### config.mk
export PLATFORM = sky130hd
export DESIGN_NAME = rxdt_top
export DESIGN_NICKNAME = d
export VERILOG_FILES = /design/src/rtl/rxdt_top.v /design/src/rtl/rxdt_sync.v /design/src/rtl/rxdt_chan.v
export VERILOG_INCLUDE_DIRS = /design/src /design/src/pkg
export SDC_FILE = /design/constraint.sdc
export NUM_CORES = 1
export LEC_CHECK = 0
export BUFFER_PORTS_ARGS = -buffer_cell sky130_fd_sc_hd__buf_2
export CAP_MARGIN = 5
export CELL_PAD_IN_SITES_DETAIL_PLACEMENT = 1
export CELL_PAD_IN_SITES_GLOBAL_PLACEMENT = 2
export CORE_ASPECT_RATIO = 1.25
export CORE_MARGIN = 2
export CORE_UTILIZATION = 41
export CTS_BUF_LIST = sky130_fd_sc_hd__clkbuf_4
export DETAILED_ROUTE_END_ITERATION = 16
export PLACE_DENSITY_LB_ADDON = 0.2
export RECOVER_POWER = 50
export SLEW_MARGIN = 15
export SYNTH_ARGS = -nofsm -noshare
export SYNTH_HDL_FRONTEND = slang
export SYNTH_HIERARCHICAL = 1
export SYNTH_SLANG_ARGS = --single-unit
### constraint.sdc
create_clock -name clock_i -period 4.5 [get_ports clock_i]
set_input_delay 0.45 -clock clock_i [delete_from_list [all_inputs] [get_ports clock_i]]
set_output_delay 0.45 -clock clock_i [all_outputs]
set_load 0.05 [all_outputs]
### src/pkg/rxdt_regs.vh
// Function
// - select 00: input hi-z, no detection
// - select 01: test every 12ms, stop 600ms
// - select 10: test every 12ms until found
// - auto modes: hi-z until detect, then 50 ohm
// - select 11: 50 ohm immediately, no detection
// - power-down: inputs hi-z, outputs disabled
// - power-down held 5us resets detect machine
// - signal detect may be forced on by register
// - separate force control for each channel
// - pins rule unless register override bit set
// - registers default at reset or management low
`ifndef RXDT_REGS_VH
`define RXDT_REGS_VH

// register byte addresses
`define RXDT_ADDR_CTRL      8'h00
`define RXDT_ADDR_RECEIVER_DETECT_SELECT     8'h04
`define RXDT_ADDR_THRESH    8'h08
`define RXDT_ADDR_SDFORCE   8'h0C
`define RXDT_ADDR_STATUS    8'h10
`define RXDT_ADDR_TERM      8'h14

// control register fields
`define RXDT_CTRL_RECEIVER_DETECT_SELECT_OVR 0
`define RXDT_CTRL_TH_OVR    1

// reset values
`define RXDT_CTRL_RST       2'h0
`define RXDT_RECEIVER_DETECT_SELECT_RST      2'h2
`define RXDT_THRESH_RST     2'h0
`define RXDT_SDFORCE_RST    8'h00

// select codes
`define RXDT_SEL_HIZ        2'h0
`define RXDT_SEL_AUTO_LIM   2'h1
`define RXDT_SEL_AUTO_INF   2'h2
`define RXDT_SEL_TERM50     2'h3

// four-level pin encodings
`define RXDT_LVL_LOW        2'h0
`define RXDT_LVL_RES        2'h1
`define RXDT_LVL_FLOAT      2'h2
`define RXDT_LVL_HIGH       2'h3

// timing
`define RXDT_CLK_MHZ        250
`define RXDT_PD_RESET_NS    5000
`define RXDT_TEST_MS        12
`define RXDT_GIVEUP_MS      600
`define RXDT_TICK_US        1

`endif

### src/rtl/rxdt_top.v
`timescale 1ns/1ps
`default_nettype none
`include "rxdt_regs.vh"
module rxdt_top #(
    parameter NCH          = 8,
    parameter TEST_TICKS   = `RXDT_TEST_MS * 1000 / `RXDT_TICK_US,
    parameter GIVEUP_TICKS = `RXDT_GIVEUP_MS * 1000 / `RXDT_TICK_US,
    parameter PD_CYCLES    = (`RXDT_PD_RESET_NS * `RXDT_CLK_MHZ + 999) / 1000,
    parameter TICK_CYCLES  = `RXDT_TICK_US * `RXDT_CLK_MHZ
) (
    // clock and reset
    input  wire           clock_i,
    input  wire           sys_rst_i,
    // configuration pins
    input  wire           power_down_pin_i,
    input  wire           management_enable_pin_i,
    input  wire [1:0]     receiver_detect_select_i,
    input  wire [1:0]     signal_detect_threshold_select_i,
    // analog front end
    input  wire [NCH-1:0] partner_present_i,
    output reg  [NCH-1:0] term50_o,
    output reg  [NCH-1:0] probe_o,
    output reg            drivers_enable_o,
    output reg  [1:0]     threshold_code_o,
    output reg  [NCH-1:0] sd_force_o,
    // axi4-lite write address
    input  wire [7:0]     s_axi_awaddr,
    input  wire           s_axi_awvalid,
    output reg            s_axi_awready,
    // axi4-lite write data
    input  wire [31:0]    s_axi_wdata,
    input  wire [3:0]     s_axi_wstrb,
    input  wire           s_axi_wvalid,
    output reg            s_axi_wready,
    // axi4-lite write response
    output reg  [1:0]     s_axi_bresp,
    output reg            s_axi_bvalid,
    input  wire           s_axi_bready,
    // axi4-lite read
    input  wire [7:0]     s_axi_araddr,
    input  wire           s_axi_arvalid,
    output reg            s_axi_arready,
    output reg  [31:0]    s_axi_rdata,
    output reg  [1:0]     s_axi_rresp,
    output reg            s_axi_rvalid,
    input  wire           s_axi_rready
);
    // pin synchronisers
    wire       pd_s;
    wire       men_s;
    wire [1:0] rxsel_s;
    wire [1:0] thsel_s;
    wire [NCH-1:0] pres_s;
    rxdt_sync #(.W(6 + NCH)) u_sync (
        .clock_i   (clock_i),
        .sys_rst_i (sys_rst_i),
        .d_i       ({power_down_pin_i, management_enable_pin_i, receiver_detect_select_i,
                     signal_detect_threshold_select_i, partner_present_i}),
        .q_o       ({pd_s, men_s, rxsel_s, thsel_s, pres_s})
    );

    // registers
    reg [1:0]     ctrl_r;
    reg [1:0]     receiver_detect_select_r;
    reg [1:0]     thresh_r;
    reg [NCH-1:0] sdforce_r;

    // timebase tick
    reg [15:0] tick_cnt_r;
    reg        tick_r;
    always @(posedge clock_i or posedge sys_rst_i) begin
        if (sys_rst_i) begin
            tick_cnt_r <= 16'h0000;
            tick_r     <= 1'b0;
        end else begin
            tick_r <= (tick_cnt_r == TICK_CYCLES[15:0] - 16'h0001);
            if (tick_cnt_r == TICK_CYCLES[15:0] - 16'h0001)
                tick_cnt_r <= 16'h0000;
            else
                tick_cnt_r <= tick_cnt_r + 16'h0001;
        end
    end

    // power-down hold timer
    reg [15:0] pd_cnt_r;
    reg        sm_reset_r;
    always @(posedge clock_i or posedge sys_rst_i) begin
        if (sys_rst_i) begin
            pd_cnt_r   <= 16'h0000;
            sm_reset_r <= 1'b1;
        end else if (!pd_s) begin
            pd_cnt_r   <= 16'h0000;
            sm_reset_r <= 1'b0;
        end else if (pd_cnt_r >= PD_CYCLES[15:0] - 16'h0001) begin
            sm_reset_r <= 1'b1;
        end else begin
            pd_cnt_r <= pd_cnt_r + 16'h0001;
        end
    end

    reg [1:0] th_pin_code;
    always @* begin
        case (thsel_s)
            `RXDT_LVL_LOW:   th_pin_code = 2'h2;
            `RXDT_LVL_RES:   th_pin_code = 2'h1;
            `RXDT_LVL_FLOAT: th_pin_code = 2'h0;
            default:         th_pin_code = 2'h3;
        endcase
    end

    wire [1:0] rxsel_eff = (men_s && ctrl_r[`RXDT_CTRL_RECEIVER_DETECT_SELECT_OVR]) ? receiver_detect_select_r : rxsel_s;
    wire [1:0] th_eff    = (men_s && ctrl_r[`RXDT_CTRL_TH_OVR]) ? thresh_r : th_pin_code;

    wire [NCH-1:0] det_w;
    wire [NCH-1:0] gave_w;
    wire [NCH-1:0] term_w;
    wire [NCH-1:0] probe_w;
    genvar g;
    generate
        for (g = 0; g < NCH; g = g + 1) begin : g_ch
            rxdt_chan #(
                .TEST_TICKS   (TEST_TICKS),
                .GIVEUP_TICKS (GIVEUP_TICKS)
            ) u_ch (
                .clock_i           (clock_i),
                .sys_rst_i         (sys_rst_i),
                .tick_i            (tick_r),
                .sm_reset_i        (sm_reset_r),
                .power_down_i      (pd_s),
                .sel_i             (rxsel_eff),
                .partner_present_i (pres_s[g]),
                .probe_o           (probe_w[g]),
                .detected_o        (det_w[g]),
                .gave_up_o         (gave_w[g]),
                .term50_o          (term_w[g])
            );
        end
    endgenerate

    always @(posedge clock_i or posedge sys_rst_i) begin
        if (sys_rst_i) begin
            term50_o         <= {NCH{1'b0}};
            probe_o          <= {NCH{1'b0}};
            drivers_enable_o <= 1'b0;
            threshold_code_o <= `RXDT_THRESH_RST;
            sd_force_o       <= {NCH{1'b0}};
        end else begin
            term50_o         <= term_w;
            probe_o          <= probe_w;
            drivers_enable_o <= !pd_s;
            threshold_code_o <= th_eff;
            sd_force_o       <= men_s ? sdforce_r : {NCH{1'b0}};
        end
    end

    // write channel: take address and data in either order
    reg [7:0]  aw_addr_r;
    reg        aw_have_r;
    reg [31:0] w_data_r;
    reg        w_have_r;
    wire       wr_go = aw_have_r && w_have_r && !s_axi_bvalid;
    always @(posedge clock_i or posedge sys_rst_i) begin
        if (sys_rst_i) begin
            aw_addr_r     <= 8'h00;
            aw_have_r     <= 1'b0;
            w_data_r      <= 32'h0000_0000;
            w_have_r      <= 1'b0;
            s_axi_awready <= 1'b0;
            s_axi_wready  <= 1'b0;
            s_axi_bvalid  <= 1'b0;
            s_axi_bresp   <= 2'h0;
            ctrl_r        <= `RXDT_CTRL_RST;
            receiver_detect_select_r       <= `RXDT_RECEIVER_DETECT_SELECT_RST;
            thresh_r      <= `RXDT_THRESH_RST;
            sdforce_r     <= `RXDT_SDFORCE_RST;
        end else begin
            s_axi_awready <= !aw_have_r && !s_axi_awready;
            s_axi_wready  <= !w_have_r && !s_axi_wready;
            if (s_axi_awvalid && s_axi_awready) begin
                aw_addr_r     <= s_axi_awaddr;
                aw_have_r     <= 1'b1;
                s_axi_awready <= 1'b0;
            end
            if (s_axi_wvalid && s_axi_wready) begin
                w_data_r     <= s_axi_wdata;
                w_have_r     <= 1'b1;
                s_axi_wready <= 1'b0;
                if (!s_axi_wstrb[0])
                    w_data_r[7:0] <= 8'h00;
            end
            if (s_axi_bvalid && s_axi_bready)
                s_axi_bvalid <= 1'b0;
            if (wr_go) begin
                aw_have_r    <= 1'b0;
                w_have_r     <= 1'b0;
                s_axi_bvalid <= 1'b1;
                s_axi_bresp  <= 2'h0;
                case (aw_addr_r)
                    `RXDT_ADDR_CTRL:    ctrl_r    <= w_data_r[1:0];
                    `RXDT_ADDR_RECEIVER_DETECT_SELECT:   receiver_detect_select_r   <= w_data_r[1:0];
                    `RXDT_ADDR_THRESH:  thresh_r  <= w_data_r[1:0];
                    `RXDT_ADDR_SDFORCE: sdforce_r <= w_data_r[NCH-1:0];
                    `RXDT_ADDR_STATUS:  s_axi_bresp <= 2'h0;
                    `RXDT_ADDR_TERM:    s_axi_bresp <= 2'h0;
                    default:            s_axi_bresp <= 2'h2;
                endcase
            end
            if (!men_s) begin
                ctrl_r    <= `RXDT_CTRL_RST;
                receiver_detect_select_r   <= `RXDT_RECEIVER_DETECT_SELECT_RST;
                thresh_r  <= `RXDT_THRESH_RST;
                sdforce_r <= `RXDT_SDFORCE_RST;
            end
        end
    end

    // read channel, one cycle latency
    always @(posedge clock_i or posedge sys_rst_i) begin
        if (sys_rst_i) begin
            s_axi_arready <= 1'b0;
            s_axi_rvalid  <= 1'b0;
            s_axi_rdata   <= 32'h0000_0000;
            s_axi_rresp   <= 2'h0;
        end else begin
            s_axi_arready <= !s_axi_rvalid && !s_axi_arready;
            if (s_axi_rvalid && s_axi_rready)
                s_axi_rvalid <= 1'b0;
            if (s_axi_arvalid && s_axi_arready) begin
                s_axi_arready <= 1'b0;
                s_axi_rvalid  <= 1'b1;
                s_axi_rresp   <= 2'h0;
                s_axi_rdata   <= 32'h0000_0000;
                case (s_axi_araddr)
                    `RXDT_ADDR_CTRL:    s_axi_rdata[1:0]     <= ctrl_r;
                    `RXDT_ADDR_RECEIVER_DETECT_SELECT:   s_axi_rdata[1:0]     <= receiver_detect_select_r;
                    `RXDT_ADDR_THRESH:  s_axi_rdata[1:0]     <= thresh_r;
                    `RXDT_ADDR_SDFORCE: s_axi_rdata[NCH-1:0] <= sdforce_r;
                    `RXDT_ADDR_STATUS:  s_axi_rdata[15:0]    <= {gave_w, det_w};
                    `RXDT_ADDR_TERM:    s_axi_rdata[NCH+2:0] <= {rxsel_eff, pd_s, term_w};
                    default:            s_axi_rresp          <= 2'h2;
                endcase
            end
        end
    end
endmodule // rxdt_top
`default_nettype wire

### src/rtl/rxdt_sync.v
`timescale 1ns/1ps
`default_nettype none
module rxdt_sync #(
    parameter W = 1
) (
    input  wire         clock_i,
    input  wire         sys_rst_i,
    input  wire [W-1:0] d_i,
    output wire [W-1:0] q_o
);
    reg [W-1:0] meta_r;
    reg [W-1:0] sync_r;
    always @(posedge clock_i or posedge sys_rst_i) begin
        if (sys_rst_i) begin
            meta_r <= {W{1'b0}};
            sync_r <= {W{1'b0}};
        end else begin
            meta_r <= d_i;
            sync_r <= meta_r;
        end
    end
    assign q_o = sync_r;
endmodule // rxdt_sync
`default_nettype wire

### src/rtl/rxdt_chan.v
`timescale 1ns/1ps
`default_nettype none
`include "rxdt_regs.vh"
// one channel's detect state machine
module rxdt_chan #(
    parameter TEST_TICKS   = 12000,
    parameter GIVEUP_TICKS = 600000
) (
    input  wire       clock_i,
    input  wire       sys_rst_i,
    input  wire       tick_i,
    input  wire       sm_reset_i,
    input  wire       power_down_i,
    input  wire [1:0] sel_i,
    input  wire       partner_present_i,
    output reg        probe_o,
    output reg        detected_o,
    output reg        gave_up_o,
    output reg        term50_o
);
    reg [19:0] interval_r;
    reg [19:0] total_r;
    reg [1:0]  sel_last_r;
    wire       is_auto = (sel_i == `RXDT_SEL_AUTO_LIM) || (sel_i == `RXDT_SEL_AUTO_INF);
    wire       sel_chg = (sel_i != sel_last_r);

    always @(posedge clock_i or posedge sys_rst_i) begin
        if (sys_rst_i) begin
            interval_r <= 20'h0_0000;
            total_r    <= 20'h0_0000;
            sel_last_r <= `RXDT_SEL_AUTO_INF;
            probe_o    <= 1'b0;
            detected_o <= 1'b0;
            gave_up_o  <= 1'b0;
            term50_o   <= 1'b0;
        end else begin
            sel_last_r <= sel_i;
            probe_o    <= 1'b0;
            if (sm_reset_i || sel_chg || !is_auto) begin
                interval_r <= 20'h0_0000;
                total_r    <= 20'h0_0000;
                detected_o <= 1'b0;
                gave_up_o  <= 1'b0;
            end else if (!power_down_i && !detected_o && !gave_up_o && tick_i) begin
                if (sel_i == `RXDT_SEL_AUTO_LIM && total_r >= GIVEUP_TICKS[19:0] - 20'h0_0001)
                    gave_up_o <= 1'b1;
                else
                    total_r <= total_r + 20'h0_0001;
                if (interval_r >= TEST_TICKS[19:0] - 20'h0_0001) begin
                    interval_r <= 20'h0_0000;
                    probe_o    <= 1'b1;
                    if (partner_present_i)
                        detected_o <= 1'b1;
                end else begin
                    interval_r <= interval_r + 20'h0_0001;
                end
            end
            if (power_down_i)
                term50_o <= 1'b0;
            else if (sel_i == `RXDT_SEL_TERM50)
                term50_o <= 1'b1;
            else if (is_auto)
                term50_o <= detected_o;
            else
                term50_o <= 1'b0;
        end
    end
endmodule // rxdt_chan
`default_nettype wire

After elaboration in Yosys (flattened, before gate mapping)
Cells that the tools add are included.
{"block": "word_totals", "elab_cells": 475, "input_bits": 73, "register_bits": 500}
{"block": "classes", "reduce_logical": 141, "magnitude_cmp": 17, "n_eq_ne": 32, "mux": 191, "add_sub_neg": 18}
{"cell": "two-way mux 20 bit", "count": 48}
{"cell": "adder 20 x 1 -> 20 bit, second input constant", "count": 16}
{"cell": ">= comparator 20 x 14 -> 1 bit, second input constant", "count": 8}
{"cell": ">= comparator 20 bit, second input constant", "count": 8}
{"cell": "two-way mux 1 bit", "count": 117}
{"cell": "nonzero test 2 bit", "count": 36}
{"cell": "two-way mux 16 bit", "count": 3}
{"cell": "logical AND 1 bit", "count": 44}
{"cell": "two-way mux 8 bit", "count": 5}
{"cell": "AND reduction 2 bit", "count": 20}
{"cell": "adder 16 x 1 -> 16 bit, second input constant", "count": 2}
{"cell": "== test 8 x 4 -> 1 bit, second input constant", "count": 4}
{"cell": "== test 8 x 5 -> 1 bit, second input constant", "count": 4}
{"cell": "!= test 2 bit, second input constant", "count": 14}
{"cell": "two-way mux 2 bit", "count": 13}
{"cell": "zero test 1 bit", "count": 25}
{"cell": "AND reduction 3 bit", "count": 8}
{"cell": "one-hot mux 6 bit (3 select lines)", "count": 1}
{"cell": "== test 16 x 8 -> 1 bit, second input constant", "count": 1}
{"cell": "== test 8 x 3 -> 1 bit, second input constant", "count": 2}
{"cell": ">= comparator 16 x 11 -> 1 bit, second input constant", "count": 1}
{"cell": "zero test 8 bit", "count": 2}
{"cell": "one-hot mux 2 bit (6 select lines)", "count": 1}
{"cell": "OR reduction 6 bit", "count": 2}
{"cell": "9 further kinds", "count": 14}

Depth between registers and ports, before layout
Gate-level depths: netlist of run 1.
{"block": "depth", "word_depth": 8, "depth_mapped": 12, "ltp_nobuf": 10}

Hierarchy
Netlist of run 1, hierarchy kept.
{"module": "rxdt_chan", "seq_area_each_um2": 1152.4, "cells_per_inst": 258, "n_inst": 8, "area_each_um2": 2402.3}
{"module": "rxdt_top", "seq_area_each_um2": 2905.3, "cells_per_inst": 430, "n_inst": 1, "area_each_um2": 4939.7}
{"module": "rxdt_sync", "seq_area_each_um2": 700.7, "cells_per_inst": 29, "n_inst": 1, "area_each_um2": 704.4}

Worst setup path before layout of run 1
OpenSTA, ideal clock, no wires.
{"block": "synth_timing", "path_type": "reg-to-reg", "startpoint": "register u_sync.sync_r[12] (netlist: u_sync/q_o[12])", "endpoint": "register g_ch[0].u_ch.total_r[14]", "setup_time_ns": 0.132, "path_stages_with_launch": 12, "required_time_ns": 4.368, "arrival_time_ns": 2.882, "slack_ns": 1.486, "period_less_slack_ns": 3.014, "path_cell_list": "dfrtp_1 -> nand2_1 -> mux2_2 -> ha_1 -> or2_1 -> or3_1 -> clkbuf_1 -> o22ai_1 -> clkbuf_1 -> nor4_1 -> xnor2_1 -> nor2_1"}
{"block": "synth_between", "elab_chain_cells": 8, "elab_cells_between_ends": 14, "cone_classes": "eq/ne: 4; mux: 2; reduce/logical: 8"}
{"item": "start: declaration", "line": "rxdt_sync.v:12", "text": "reg [W-1:0] sync_r;"}
{"item": "start signal: assignment", "line": "rxdt_sync.v:16", "text": "sync_r <= {W{1'b0}};"}
{"item": "start signal: assignment", "line": "rxdt_sync.v:19", "text": "sync_r <= meta_r;"}
{"item": "logical AND 1 bit (*)", "line": "rxdt_top.v:111", "text": "wire [1:0] rxsel_eff = (men_s && ctrl_r[`RXDT_CTRL_RECEIVER_DETECT_SELECT_OVR]) ? receiver_detect_select_r : r ..."}
{"item": "two-way mux 2 bit (*)", "line": "rxdt_top.v:111"}
{"item": "via rxsel_eff[0]", "line": "rxdt_top.v:111"}
{"item": "== test 2 x 1 -> 1 bit (no source line) / == test 2 bit (equally long branches)"}
{"item": "logical OR 1 bit", "line": "rxdt_chan.v:24", "text": "wire is_auto = (sel_i == `RXDT_SEL_AUTO_LIM) || (sel_i == `RXDT_SEL_AUTO_INF);"}
{"item": "zero test 1 bit", "line": "rxdt_chan.v:39", "text": "if (sm_reset_i || sel_chg || !is_auto) begin"}
{"item": "logical OR 1 bit"}
{"item": "!= test 2 x 1 -> 1 bit (no source line) / nonzero test 2 bit (equally long branches)"}
{"item": "AND reduction 2 bit (no source line)"}
{"item": "end signal: assignment", "line": "rxdt_chan.v:48", "text": "total_r <= total_r + 20'h0_0001;"}
{"item": "end: declaration", "line": "rxdt_chan.v:22", "text": "reg [19:0] total_r;"}
The timed path passes the listed nets; every way through them passes the cells marked *.
A chain may end at the register's enable or synchronous reset.

Final worst setup path of run 1
{"block": "layout_timing", "startpoint": "register ctrl_r[0]", "endpoint": "register g_ch[2].u_ch.total_r[17]"}
{"block": "layout_between", "elab_chain_cells": 8, "elab_cells_between_ends": 14, "cone_classes": "eq/ne: 4; mux: 2; reduce/logical: 8"}
{"item": "start: declaration", "line": "rxdt_top.v:63", "text": "reg [1:0] ctrl_r;"}
{"item": "start signal: assignment", "line": "rxdt_top.v:172", "text": "ctrl_r <= `RXDT_CTRL_RST;"}
{"item": "start signal: assignment", "line": "rxdt_top.v:199", "text": "`RXDT_ADDR_CTRL: ctrl_r <= w_data_r[1:0];"}
{"item": "start signal: assignment", "line": "rxdt_top.v:209", "text": "ctrl_r <= `RXDT_CTRL_RST;"}
{"item": "logical AND 1 bit (*)", "line": "rxdt_top.v:111"}
{"item": "two-way mux 2 bit (*)", "line": "rxdt_top.v:111"}
{"item": "via rxsel_eff[0]", "line": "rxdt_top.v:111"}
{"item": "== test 2 x 1 -> 1 bit (no source line) / == test 2 bit (equally long branches)"}
{"item": "logical OR 1 bit", "line": "rxdt_chan.v:24"}
{"item": "zero test 1 bit", "line": "rxdt_chan.v:39"}
{"item": "logical OR 1 bit"}
{"item": "!= test 2 bit (no source line) / nonzero test 2 bit (equally long branches)"}
{"item": "AND reduction 2 bit (no source line)"}
{"item": "end signal: assignment", "line": "rxdt_chan.v:48"}
{"item": "end: declaration", "line": "rxdt_chan.v:22"}
Marks and branches as above.

==> out/metrics.yaml, run 1 <==
placement:
  gp_congestion: 0.807
  placed_area_um2: 26100
  hpwl_um: 43400
  io_buffers: 95
layout:
  drive_above_1_share: 0.144
  syn_to_final_growth_pct: 14.1
  nNetsFinal: 2878
  finish.instance_area_um2: 28400
  final_cell_mix: "dfrtp_1, nor2_1, nand2_1"
  layout_commonest_cell: "dfrtp_1"
setup_path:
  end_kind: "flop"
  r2r_end: "g_ch[2].u_ch/total_r[17]"
  startpoint_type: "flop"
  worstPathRequired_ns: 5.31
  slowest_stage: "o22ai_1"
  critical_path.top_delay_family: "simple AND/OR/NAND/NOR gates"
  cp_max_fo: 23
  arrival_ns: 4.78
  worst-path-stages: 11
  crit_chain: "nand2_1 -> mux2_1 -> buf_4 -> ha_1 -> or2_1 -> or3_1 -> buf_4 -> o22ai_1 -> or2_1 -> or4_1 -> a21oi_1"
  worst-path-buf-inv: 2
  r2r_slack_ns: 0.53
  slowest_delay_ns: 0.78
  reg2reg_from: "ctrl_r[0]"
  critPathKind: "reg2reg"
  r2r_cells: 11
sta:
  skew_ns: 0.0721
  relSlewSlack: -0.744
  grt_setup_unrepaired: "no"
  post-route-period-util: 0.883
  finalHoldViolations: 0
  max_freq_ghz: 0.252
  setup_tns_ns: 0
  tightest_slew_ns: 2.62
  setup_viol: 0
  fin_crit_ns: 3.97
  slew_violations: 433
routing:
  vias: 19557
  vias_per_cell: 5.37
  first_iter_violations: 891
  wl_per_cell_um: 17.9
  wirelength_um: 65100
  route.detailed.drc: 0
  ant_nets: 0
  drt-pass1-iter-count: 4
grt:
  grt_pass1_wl_um: 109000
  grt_pass1_vias: 21117
  grt.overflow.total: 0
  grt_max_degree: 83
  grt_antenna_before_repair: 1
  track_usage: 0.215
synthesis:
  synth_warnings: 6
  synth_edf_count: 0
  synth_ff_type: "dfrtp_1"
  ys_seq_elements: 512
  synthesis.instances: 2523
  avgSynthCellArea_um2: 9.85
  seq_area_frac_synth: 0.516
  async_reset_ff_frac: 1.00
  ys_types: 64
  synth_area_um2: 24900
power:
  p_leak_nw: 12.3
  power_density_nw_per_um2: 354
  finalPower_mw: 10.0
  vdd_drop_max_uv: 195
hold_path:
  min_path_cells: 4
  holdPathEnd: "s_axi_rdata[1]"
  hold_start: "s_axi_arvalid"
  hold_path_class: "in2reg"
floorplanning:
  core-area_um2: 59800
  start_util: 0.416
  die_area_um2: 62600
  fp.dieH_um: 279
  ios: 141
  die_w_um: 224
  rows: 100
clocking:
  ctsLongestPathBuffers: 3
  ctsRootBufferMaster: "clkbuf_4"
  clock_latency_ns: 0.98
  cts_tree: "yes"
  cts.sinks: 512
  path_clk_slew_ns: 0.06
  h-tree-depth: 4
  numCtsBuffers: 142
run_status:
  failed_checks: "max-capacitance violations, max-slew violations"
  outcome: "finished with violations"
run:
  cap_violations: 10
metrics by stage:
| step | worst slack (ns) | cells | hold WS, ns | util |
|---|---|---|---|---|
| floorplan | 0.981 | 2540 | 0.331 | - |
| global placement | 0.718 | 3339 | 0.334 | 0.436 |
| detailed placement | 0.625 | 3339 | 0.336 | 0.436 |
| CTS | 0.622 | 3638 | 0.00582 | 0.475 |
| global route | 0.299 | 3639 | 0.0495 | 0.474 |
| finish | 0.526 | 3639 | 0.122 | 0.474 |
final cells by class:
class	count	area (um2)
Antenna cell	1	2.50
Clock buffer	219	1640
Clock inverter	32	175
Fill cell	6839	31400
Inverter	77	294
Multi-Input combinational cell	1850	11200
Sequential cell	512	12800
Tap cell	765	957
Timing Repair Buffer	183	1230
sequential cells by signal, summed over array words and instances, names as in the netlist, 14 cells and up:
| name | flops |
|---|---|
| u_sync/meta_r | 14 |
| s_axi_rdata | 16 |
| tick_cnt_r | 16 |
| pd_cnt_r | 16 |
| g_ch.u_ch/sel_last_r | 16 |
| u_sync/q_o | 14 |
| g_ch.u_ch/interval_r | 160 |
| g_ch.u_ch/total_r | 160 |
synthesized netlist by cell type (9+ instances only):
cell type | number | area, um2
or2_2 | 9 | 56.3
buf_6 | 16 | 180
nand3_1 | 130 | 651
inv_1 | 76 | 285
mux2_2 | 13 | 146
nor2_1 | 373 | 1400
nor4b_1 | 9 | 78.8
ha_1 | 39 | 488
a21oi_1 | 41 | 205
and3_1 | 37 | 231
nor4_1 | 66 | 413
a22oi_1 | 10 | 75.1
o21ai_0 | 52 | 260
o41ai_1 | 9 | 78.8
or2_1 | 16 | 100
and4_1 | 9 | 78.8
a22o_1 | 14 | 123
xnor2_1 | 160 | 1400
mux2i_1 | 33 | 330
nor3_1 | 140 | 701
xor2_1 | 118 | 1030
a211oi_1 | 17 | 128
buf_4 | 18 | 135
or4_1 | 20 | 150
o311a_1 | 16 | 160
dfstp_2 | 10 | 263
or3_1 | 18 | 113
nand2_1 | 235 | 882
clkbuf_1 | 66 | 248
dfrtp_1 | 502 | 12600
a31oi_1 | 24 | 150
nand2b_1 | 12 | 75.1
nor3b_1 | 9 | 67.6
nand4_1 | 62 | 388
o31ai_1 | 20 | 150
and2_1 | 29 | 181
what timing repair did:
action,CTS,global route
setup buffers,0,0
hold buffers,48,0
endpoints found under the hold margin,471,0
resized for setup,0,0
logic make-up (layout without fill, tap and decap cells):
group / count (synthesis) / count (layout) / synth area share
AOI/OAI and AO/OA: 247 / 247 / 0.0671
xor gates and xnor gates: 278 / 278 / 0.0979
adders and majority gates: 39 / 39 / 0.0196
buffers and inverters: 178 / 511 / 0.0345
DFF: 512 / 512 / 0.516
muxes: 48 / 48 / 0.0210
other: 1 / 19 / 0.000151
and+or+nand+nor: 1220 / 1220 / 0.244
routing by layer:
layer,GRT usage,wire (um),up-vias
met5,0,0,-
met4,0.0880,1900,0
met3,0.0428,2090,118
met2,0.366,32000,312
met1,0.266,29100,9817
li1,-,-,9310
power by group:
group	total (mW)	internal [mW]	switching [mW]
Combinational	0.863	0.236	0.628
Sequential	4.88	4.75	0.132
Clock	4.30	2.32	1.98
worst max path at each step:
| stage | from | to | slack, ns |
|---|---|---|---|
| global route | ctrl_r[0] | g_ch[0].u_ch/total_r[14] | 0.30 |
| finish | ctrl_r[0] | g_ch[2].u_ch/total_r[17] | 0.53 |
| detailed placement | receiver_detect_select_r[1] | g_ch[5].u_ch/total_r[17] | 0.63 |
| global placement | receiver_detect_select_r[1] | g_ch[4].u_ch/total_r[17] | 0.72 |
| CTS | receiver_detect_select_r[1] | g_ch[5].u_ch/total_r[17] | 0.62 |
| floorplan | sys_rst_i | aw_addr_r[0] | 0.98 |
worst register-to-register path, stage by stage (launching register included):
cell	delay, ns
dfrtp_1	0.40
nand2_1	0.13
mux2_1	0.58
buf_4	0.33
ha_1	0.34
or2_1	0.26
or3_1	0.37
buf_4	0.23
o22ai_1	0.79
or2_1	0.25
or4_1	0.12
a21oi_1	0.06
No activity file was read; power rests on OpenSTA's default activity.
==> inputs of run 2 (changes only) <==
Settings changed: CORE_UTILIZATION 41 to 40, CTS_BUF_LIST sky130_fd_sc_hd__clkbuf_4 to sky130_fd_sc_hd__clkbuf_8 sky130_fd_sc_hd__clkbuf_16.
==> out/metrics.yaml, run 2 (same netlist as run 1, synthesis figures left out) <==
layout:
  drive_above_1_share: 0.102  # -0.0418
  finish.instance_area_um2: 28200  # -0.64%
  fin_cells: 3520  # -3.3%
  final_cell_mix: "dfrtp_1, nor2_1, nand2_1"
  nNetsFinal: 2753  # -4.3%
  fillCellCount: 6993  # +2.3%
  reg_top3: "g_ch.u_ch/interval_r: 160 flops, g_ch.u_ch/total_r: 160 flops"
  layout_commonest_cell: "dfrtp_1"
  syn_to_final_growth_pct: 13.4
sta:
  relSlewSlack: -0.699  # +0.0443
  max_freq_ghz: 0.258  # +2.6%
  setup_viol: 0  # unchanged
  grt_setup_unrepaired: "no"
  setup_tns_ns: 0  # unchanged
  finalHoldViolations: 0  # unchanged
  tightest_slew_ns: 2.55  # -0.0665 ns
  fin_crit_ns: 3.87  # -0.103 ns
  holdWs_ns: 0.0802  # -0.0422 ns
  post-route-period-util: 0.860  # -0.0228
  slew_violations: 499  # +15%
  skew_ns: 0.0130  # -0.0591 ns
placement:
  io_buffers: 95  # unchanged
  dp_cells: 3400  # +1.8%
  hpwl_um: 43800  # +0.90%
  gp_congestion: 0.839  # +3.9%
  placed_area_um2: 26100  # +0.15%
grt:
  grt_antenna_before_repair: 2  # +1
  grt_pass1_wl_um: 107000  # -1.6%
  grt_max_degree: 94  # +13%
  track_usage: 0.205  # -0.00910
  grt_pass1_vias: 20299  # -3.9%
  grt.overflow.total: 0  # unchanged
routing:
  vias: 18797  # -3.9%
  wl_per_cell_um: 18.3  # +2.4%
  wirelength_um: 64400  # -0.98%
  drt-pass1-iter-count: 4  # unchanged
  ant_nets: 0  # unchanged
  route.detailed.drc: 0  # unchanged
  vias_per_cell: 5.34  # -0.64%
  first_iter_violations: 917  # +2.9%
setup_path:
  r2r_end: "g_ch[3].u_ch/total_r[17]"
  critical_path.top_delay_family: "simple AND/OR/NAND/NOR gates"
  startpoint_type: "flop"
  r2r_cells: 11  # unchanged
  reg2reg_from: "u_sync/q_o[12]"
  critPathKind: "reg2reg"
  crit_chain: "nand2_1 -> mux2_2 -> buf_4 -> ha_1 -> or2_1 -> or3_1 -> buf_4 -> o22ai_1 -> or2_1 -> or4_1 -> a21oi_1"
  slowest_stage: "o22ai_1"
  arrival_ns: 4.35  # -0.43 ns
  r2r_slack_ns: 0.63  # +0.10 ns
  end_kind: "flop"
  slowest_delay_ns: 0.80  # +0.02 ns
  worst-path-buf-inv: 2  # unchanged
  cp_max_fo: 23  # unchanged
  worstPathRequired_ns: 4.98  # -0.33 ns
  worst-path-stages: 11  # unchanged
floorplanning:
  ios: 141  # unchanged
  fp.dieH_um: 283  # +1.2%
  die_w_um: 227  # +1.2%
  rows: 102  # +2.0%
  die_area_um2: 64200  # +2.5%
  core-area_um2: 61800  # +3.3%
  start_util: 0.403  # -0.0132
power:
  p_leak_nw: 12.1  # -1.8%
  power_density_nw_per_um2: 371  # +4.8%
  vdd_drop_max_uv: 282  # +45%
  finalPower_mw: 10.5  # +4.1%
hold_path:
  holdPathEnd: "aw_addr_r[2]"
  hold_path_class: "in2reg"
  hold_start: "s_axi_awaddr[2]"
  min_path_cells: 2  # -2
clocking:
  cts_tree: "yes"
  cts.sinks: 512  # unchanged
  clock_latency_ns: 0.61  # -0.37 ns
  cts_resized: 0  # unchanged
  h-tree-depth: 2  # -2
  ctsLongestPathBuffers: 3  # unchanged
  ctsRootBufferMaster: "clkbuf_16"
  path_clk_slew_ns: 0.06  # about the same
  numCtsBuffers: 55  # -61%
run_status:
  failed_checks: "max-capacitance violations, max-slew violations"
  outcome: "finished with violations"
run:
  cap_violations: 10  # unchanged
==> run 2: metrics by stage <==
| stage | utilization | setup slack [ns] |
|---|---|---|
| floorplan | - | 0.981 |
| global placement | 0.423 | 0.766 |
| detailed placement | 0.423 | 0.676 |
| CTS | 0.457 | 0.651 |
| global route | 0.456 | 0.430 |
| finish | 0.456 | 0.628 |
==> run 2: worst register-to-register path, cell delays in order, from the launching register on <==
cell and delay, ns:
dfrtp_1 0.38, nand2_1 0.12, mux2_2 0.52, buf_4 0.29, ha_1 0.33, or2_1 0.26, or3_1 0.36, buf_4 0.23
o22ai_1 0.80, or2_1 0.26, or4_1 0.13, a21oi_1 0.06
==> run 2: how the worst max path moves through the flow <==
stage / start / to / slack (ns)
6_report: u_sync/q_o[12] / g_ch[3].u_ch/total_r[17] / 0.63
5_1_grt: u_sync/q_o[12] / g_ch[3].u_ch/total_r[17] / 0.43
4_1_cts: u_sync/q_o[12] / g_ch[3].u_ch/total_r[17] / 0.65
3_5_place_dp: u_sync/q_o[12] / g_ch[6].u_ch/total_r[17] / 0.68
3_3_place_gp: u_sync/q_o[12] / g_ch[3].u_ch/total_r[17] / 0.77
2_1_floorplan: sys_rst_i / aw_addr_r[0] / 0.98
==> run 2: layer usage <==
layer / GRT usage / share of wire
met1: 0.263 / 0.45
met2: 0.363 / 0.50
met3: 0.0322 / 0.037
met4: 0.0504 / 0.020
met5: 0 / 0.00019
==> run 2: cell type report <==
type                       count  area (um2)  area share
antenna                        1        2.50   0.0000888
inverter                      77         293      0.0104
sequential                   512       12800       0.455
clock buffer                  67        1560      0.0555
tap                          832        1040      0.0369
timing repair buffer         145         876      0.0311
multi-input combinational   1850       11200       0.399
clock inverter                36         339      0.0120
==> run 2: what timing repair did <==
item	in CTS	in global routing
hold endpoints to repair	16	0
buffers inserted	0	0
hold buffers	16	0
setup endpoints to repair	0	0
==> run 2: power breakdown <==
| group | switching [mW] | internal (mW) |
|---|---|---|
| registers | 0.137 | 4.75 |
| clock network | 1.90 | 2.84 |
| logic | 0.622 | 0.210 |
==> inputs of run 3 (changes only) <==
Settings changed: ABC_AREA from default to 1, CORE_UTILIZATION 40 to 36.
==> out/metrics.yaml, run 3 <==
grt:
  grt_pass1_vias: 25406  # +25%
  track_usage: 0.207  # +0.00117
  grt.overflow.total: 0  # unchanged
  grt_max_degree: 60  # -36%
  grt_antenna_before_repair: 4  # +2
  grt_pass1_wl_um: 135000  # +26%
layout:
  fillCellCount: 9830  # +41%
  layout_commonest_cell: "nand2_1"
  multi_input_area_um2: 13100  # +17%
  syn_to_final_growth_pct: 12.5
  antenna_cells: 0  # -1
  final_cell_mix: "nand2_1, nor2_1, dfrtp_1"
  nNetsFinal: 4059  # +47%
  finish.instance_area_um2: 31900  # +13%
  fin_cells: 5049  # +43%
  drive_above_1_share: 0.0838  # -0.0181
  seq_area_um2: 12800  # unchanged
  reg_top3: "g_ch.u_ch/interval_r: 160 flops, g_ch.u_ch/total_r: 160 flops"
routing:
  met3_length_um: 2490  # +3.9%
  wl_per_cell_um: 16.2  # -11%
  ant_nets: 0  # unchanged
  wl_met2_um: 40200  # +26%
  route.detailed.drc: 0  # unchanged
  first_iter_violations: 1136  # +24%
  vias: 24378  # +30%
  drt-pass1-iter-count: 5  # +1
  vias_per_cell: 4.83  # -9.6%
  wirelength_um: 81900  # +27%
  maxUsedRoutingLayer: "met5"
  wl_met1_um: 37000  # +29%
synthesis:
  ys_types: 41  # -36%
  yosys-top-cells-count: "nand2_1, nor2_1, dfrtp_1"
  avgSynthCellArea_um2: 7.39  # -25%
  synthTopCellsByArea: "dfrtp_1, nand2_1, nor2_1"
  synth_edf_count: 0  # unchanged
  synth_top_cell_area_share: 0.444  # -0.0617
  synth_ff_type: "dfrtp_1"
  async_reset_ff_frac: 1.00  # unchanged
  synth_area_um2: 28300  # +14%
  yosysTopAreaCell: "dfrtp_1"
  synthesis.instances: 3833  # +52%
  seq_area_frac_synth: 0.453  # -0.0630
  yosysMostFrequentCell: "nand2_1"
  synth_warnings: 6  # unchanged
  ys_seq_elements: 512  # unchanged
sta:
  fin_crit_ns: 3.53  # -0.341 ns
  holdWs_ns: 0.0380  # -0.0422 ns
  grt_setup_unrepaired: "no"
  post-route-period-util: 0.785  # -0.0758
  skew_ns: 0.0300  # +0.0170 ns
  relSlewSlack: -0.965  # -0.265
  tightest_slew_ns: 2.93  # +0.382 ns
  max_freq_ghz: 0.283  # +9.7%
  finalHoldViolations: 0  # unchanged
  slew_violations: 436  # -13%
  worst_slack_ns: 0.969  # +0.341 ns
  setup_tns_ns: 0  # unchanged
  setup_viol: 0  # unchanged
placement:
  dp_cells: 4917  # +45%
  io_buffers: 95  # unchanged
  pre_cts_slack_ns: 1.01  # +0.334 ns
  hpwl_um: 57900  # +32%
  gp_congestion: 0.815  # -2.8%
  placed_area_um2: 29500  # +13%
power:
  vdd_drop_max_uv: 259  # -8.0%
  sequentialPowerShare: 0.435  # -0.032
  power.net_switching_mw: 3.10  # +17%
  sw_frac_of_total: 0.273  # +0.0192
  p_comb_frac: 0.095  # +0.015
  power_density_nw_per_um2: 356  # -4.0%
  intPower_mw: 8.26  # +5.8%
  clkPwrFrac: 0.470  # +0.017
  p_leak_nw: 15.8  # +30%
clocking:
  ctsLongestPathBuffers: 3  # unchanged
  numCtsBuffers: 59  # +7.3%
  clock_latency_ns: 0.64  # +0.03 ns
  cts.sinks: 512  # unchanged
  h-tree-depth: 2  # unchanged
  path_clk_slew_ns: 0.06  # about the same
  cts_tree: "yes"
  ctsRootBufferMaster: "clkbuf_16"
hold_path:
  hold_path_class: "in2reg"
  min_path_cells: 3  # +1
run:
  cap_violations: 9  # -1
setup_path:
  worstPathRequired_ns: 5.05  # +0.07 ns
  end_kind: "flop"
  r2r_cells: 12  # +1
  cp_max_fo: 20  # -13%
  critPathKind: "reg2reg"
  startpoint_type: "flop"
  arrival_ns: 4.08  # -0.27 ns
floorplanning:
  start_util: 0.362  # -0.0407
  ios: 141  # unchanged
  core-area_um2: 78300  # +27%
  die_area_um2: 80900  # +26%
  rows: 115  # +13%
  fp.dieH_um: 318  # +12%
  die_w_um: 255  # +12%
run_status:
  failed_checks: "max-capacitance violations, max-slew violations"
  outcome: "finished with violations"
## run 3: changes by cell type in the layout (fill, tap and decap cells not counted), sizes merged, moves of 24 or more
cell | before | now
nor2 | 373 | 639
inv | 91 | 433
nor3 | 141 | 28
xor2 | 118 | 89
xnor2 | 160 | 19
and3 | 45 | 8
a31oi | 24 | 0
and2 | 29 | 0
o21ai | 60 | 111
nand3 | 131 | 378
nand2 | 235 | 1271
mux2i | 33 | 0
nand4 | 62 | 114
nor4 | 67 | 2
## run 3: layout make-up
class	count	share of cell area
tap	1053	0.0413
clock inverter	35	0.0138
clock buffer	75	0.0539
timing repair buffer	133	0.0247
inverter	431	0.0515
sequential	512	0.402
multi-input combinational	2810	0.412
## run 3: final timing paths
kind	start	end	slack, ns
worst max-delay path	receiver_detect_select_r[1]	g_ch[2].u_ch/total_r[2]	0.97
min in group asynchronous	sys_rst_i	u_sync/q_o[6]	0.73
max in group asynchronous	sys_rst_i	probe_o[1]	1.34
worst max register to register	receiver_detect_select_r[1]	g_ch[2].u_ch/total_r[2]	0.97
worst min register to register	g_ch[4].u_ch/probe_o	probe_o[4]	0.35
worst min-delay path	s_axi_awaddr[1]	aw_addr_r[1]	0.04
## run 3: metrics by stage
step	util	power, mW
final	0.407	11.4
after global routing	0.407	11.9
after CTS	0.408	11.6
after detailed placement	0.377	6.12
after global placement	0.377	6.10
after floorplan	-	5.77
## run 3: per-layer routing
| metal | up-vias | global-route usage |
|---|---|---|
| li1 | 12211 | - |
| met1 | 11818 | 0.264 |
| met5 | - | 0 |
| met2 | 240 | 0.362 |
| met3 | 105 | 0.0297 |
| met4 | 4 | 0.0569 |
## run 3: cells by family after synthesis
kind of cell    share of synthesized area
simple gates                        0.375
buf+inv                            0.0853
flops                               0.453
compound gates                     0.0354
xor+xnor                           0.0334
fa+ha+maj                          0.0172
other cells                      0.000132
mux                              0.000398
## run 3: power by group through the flow
stage          clock [mW]  combinational (mW)  sequential (mW)
6_report             5.34                1.08             4.94
5_1_grt              5.70                1.20             4.96
4_1_cts              5.53                1.11             4.94
3_5_place_dp            0                1.09             5.02
3_3_place_gp            0                1.08             5.02
2_1_floorplan           0               0.615             5.16
## run 3: what timing repair did
item	CTS	global route
hold endpoints to repair	22	0
setup buffers	0	0
gates resized for setup	0	0
hold buffers	22	0
## run 3: worst max-delay path, cell delays in order, from the launching register on
cell	delay [ns]
dfstp_1	0.56
nand3_1	0.09
nand2_1	0.25
buf_4	0.24
inv_2	0.05
ha_1	0.30
nor3_2	0.16
nand2_1	0.47
inv_1	0.48
nand3_2	0.23
nand2_2	0.42
nand2_1	0.11
nand2_1	0.08
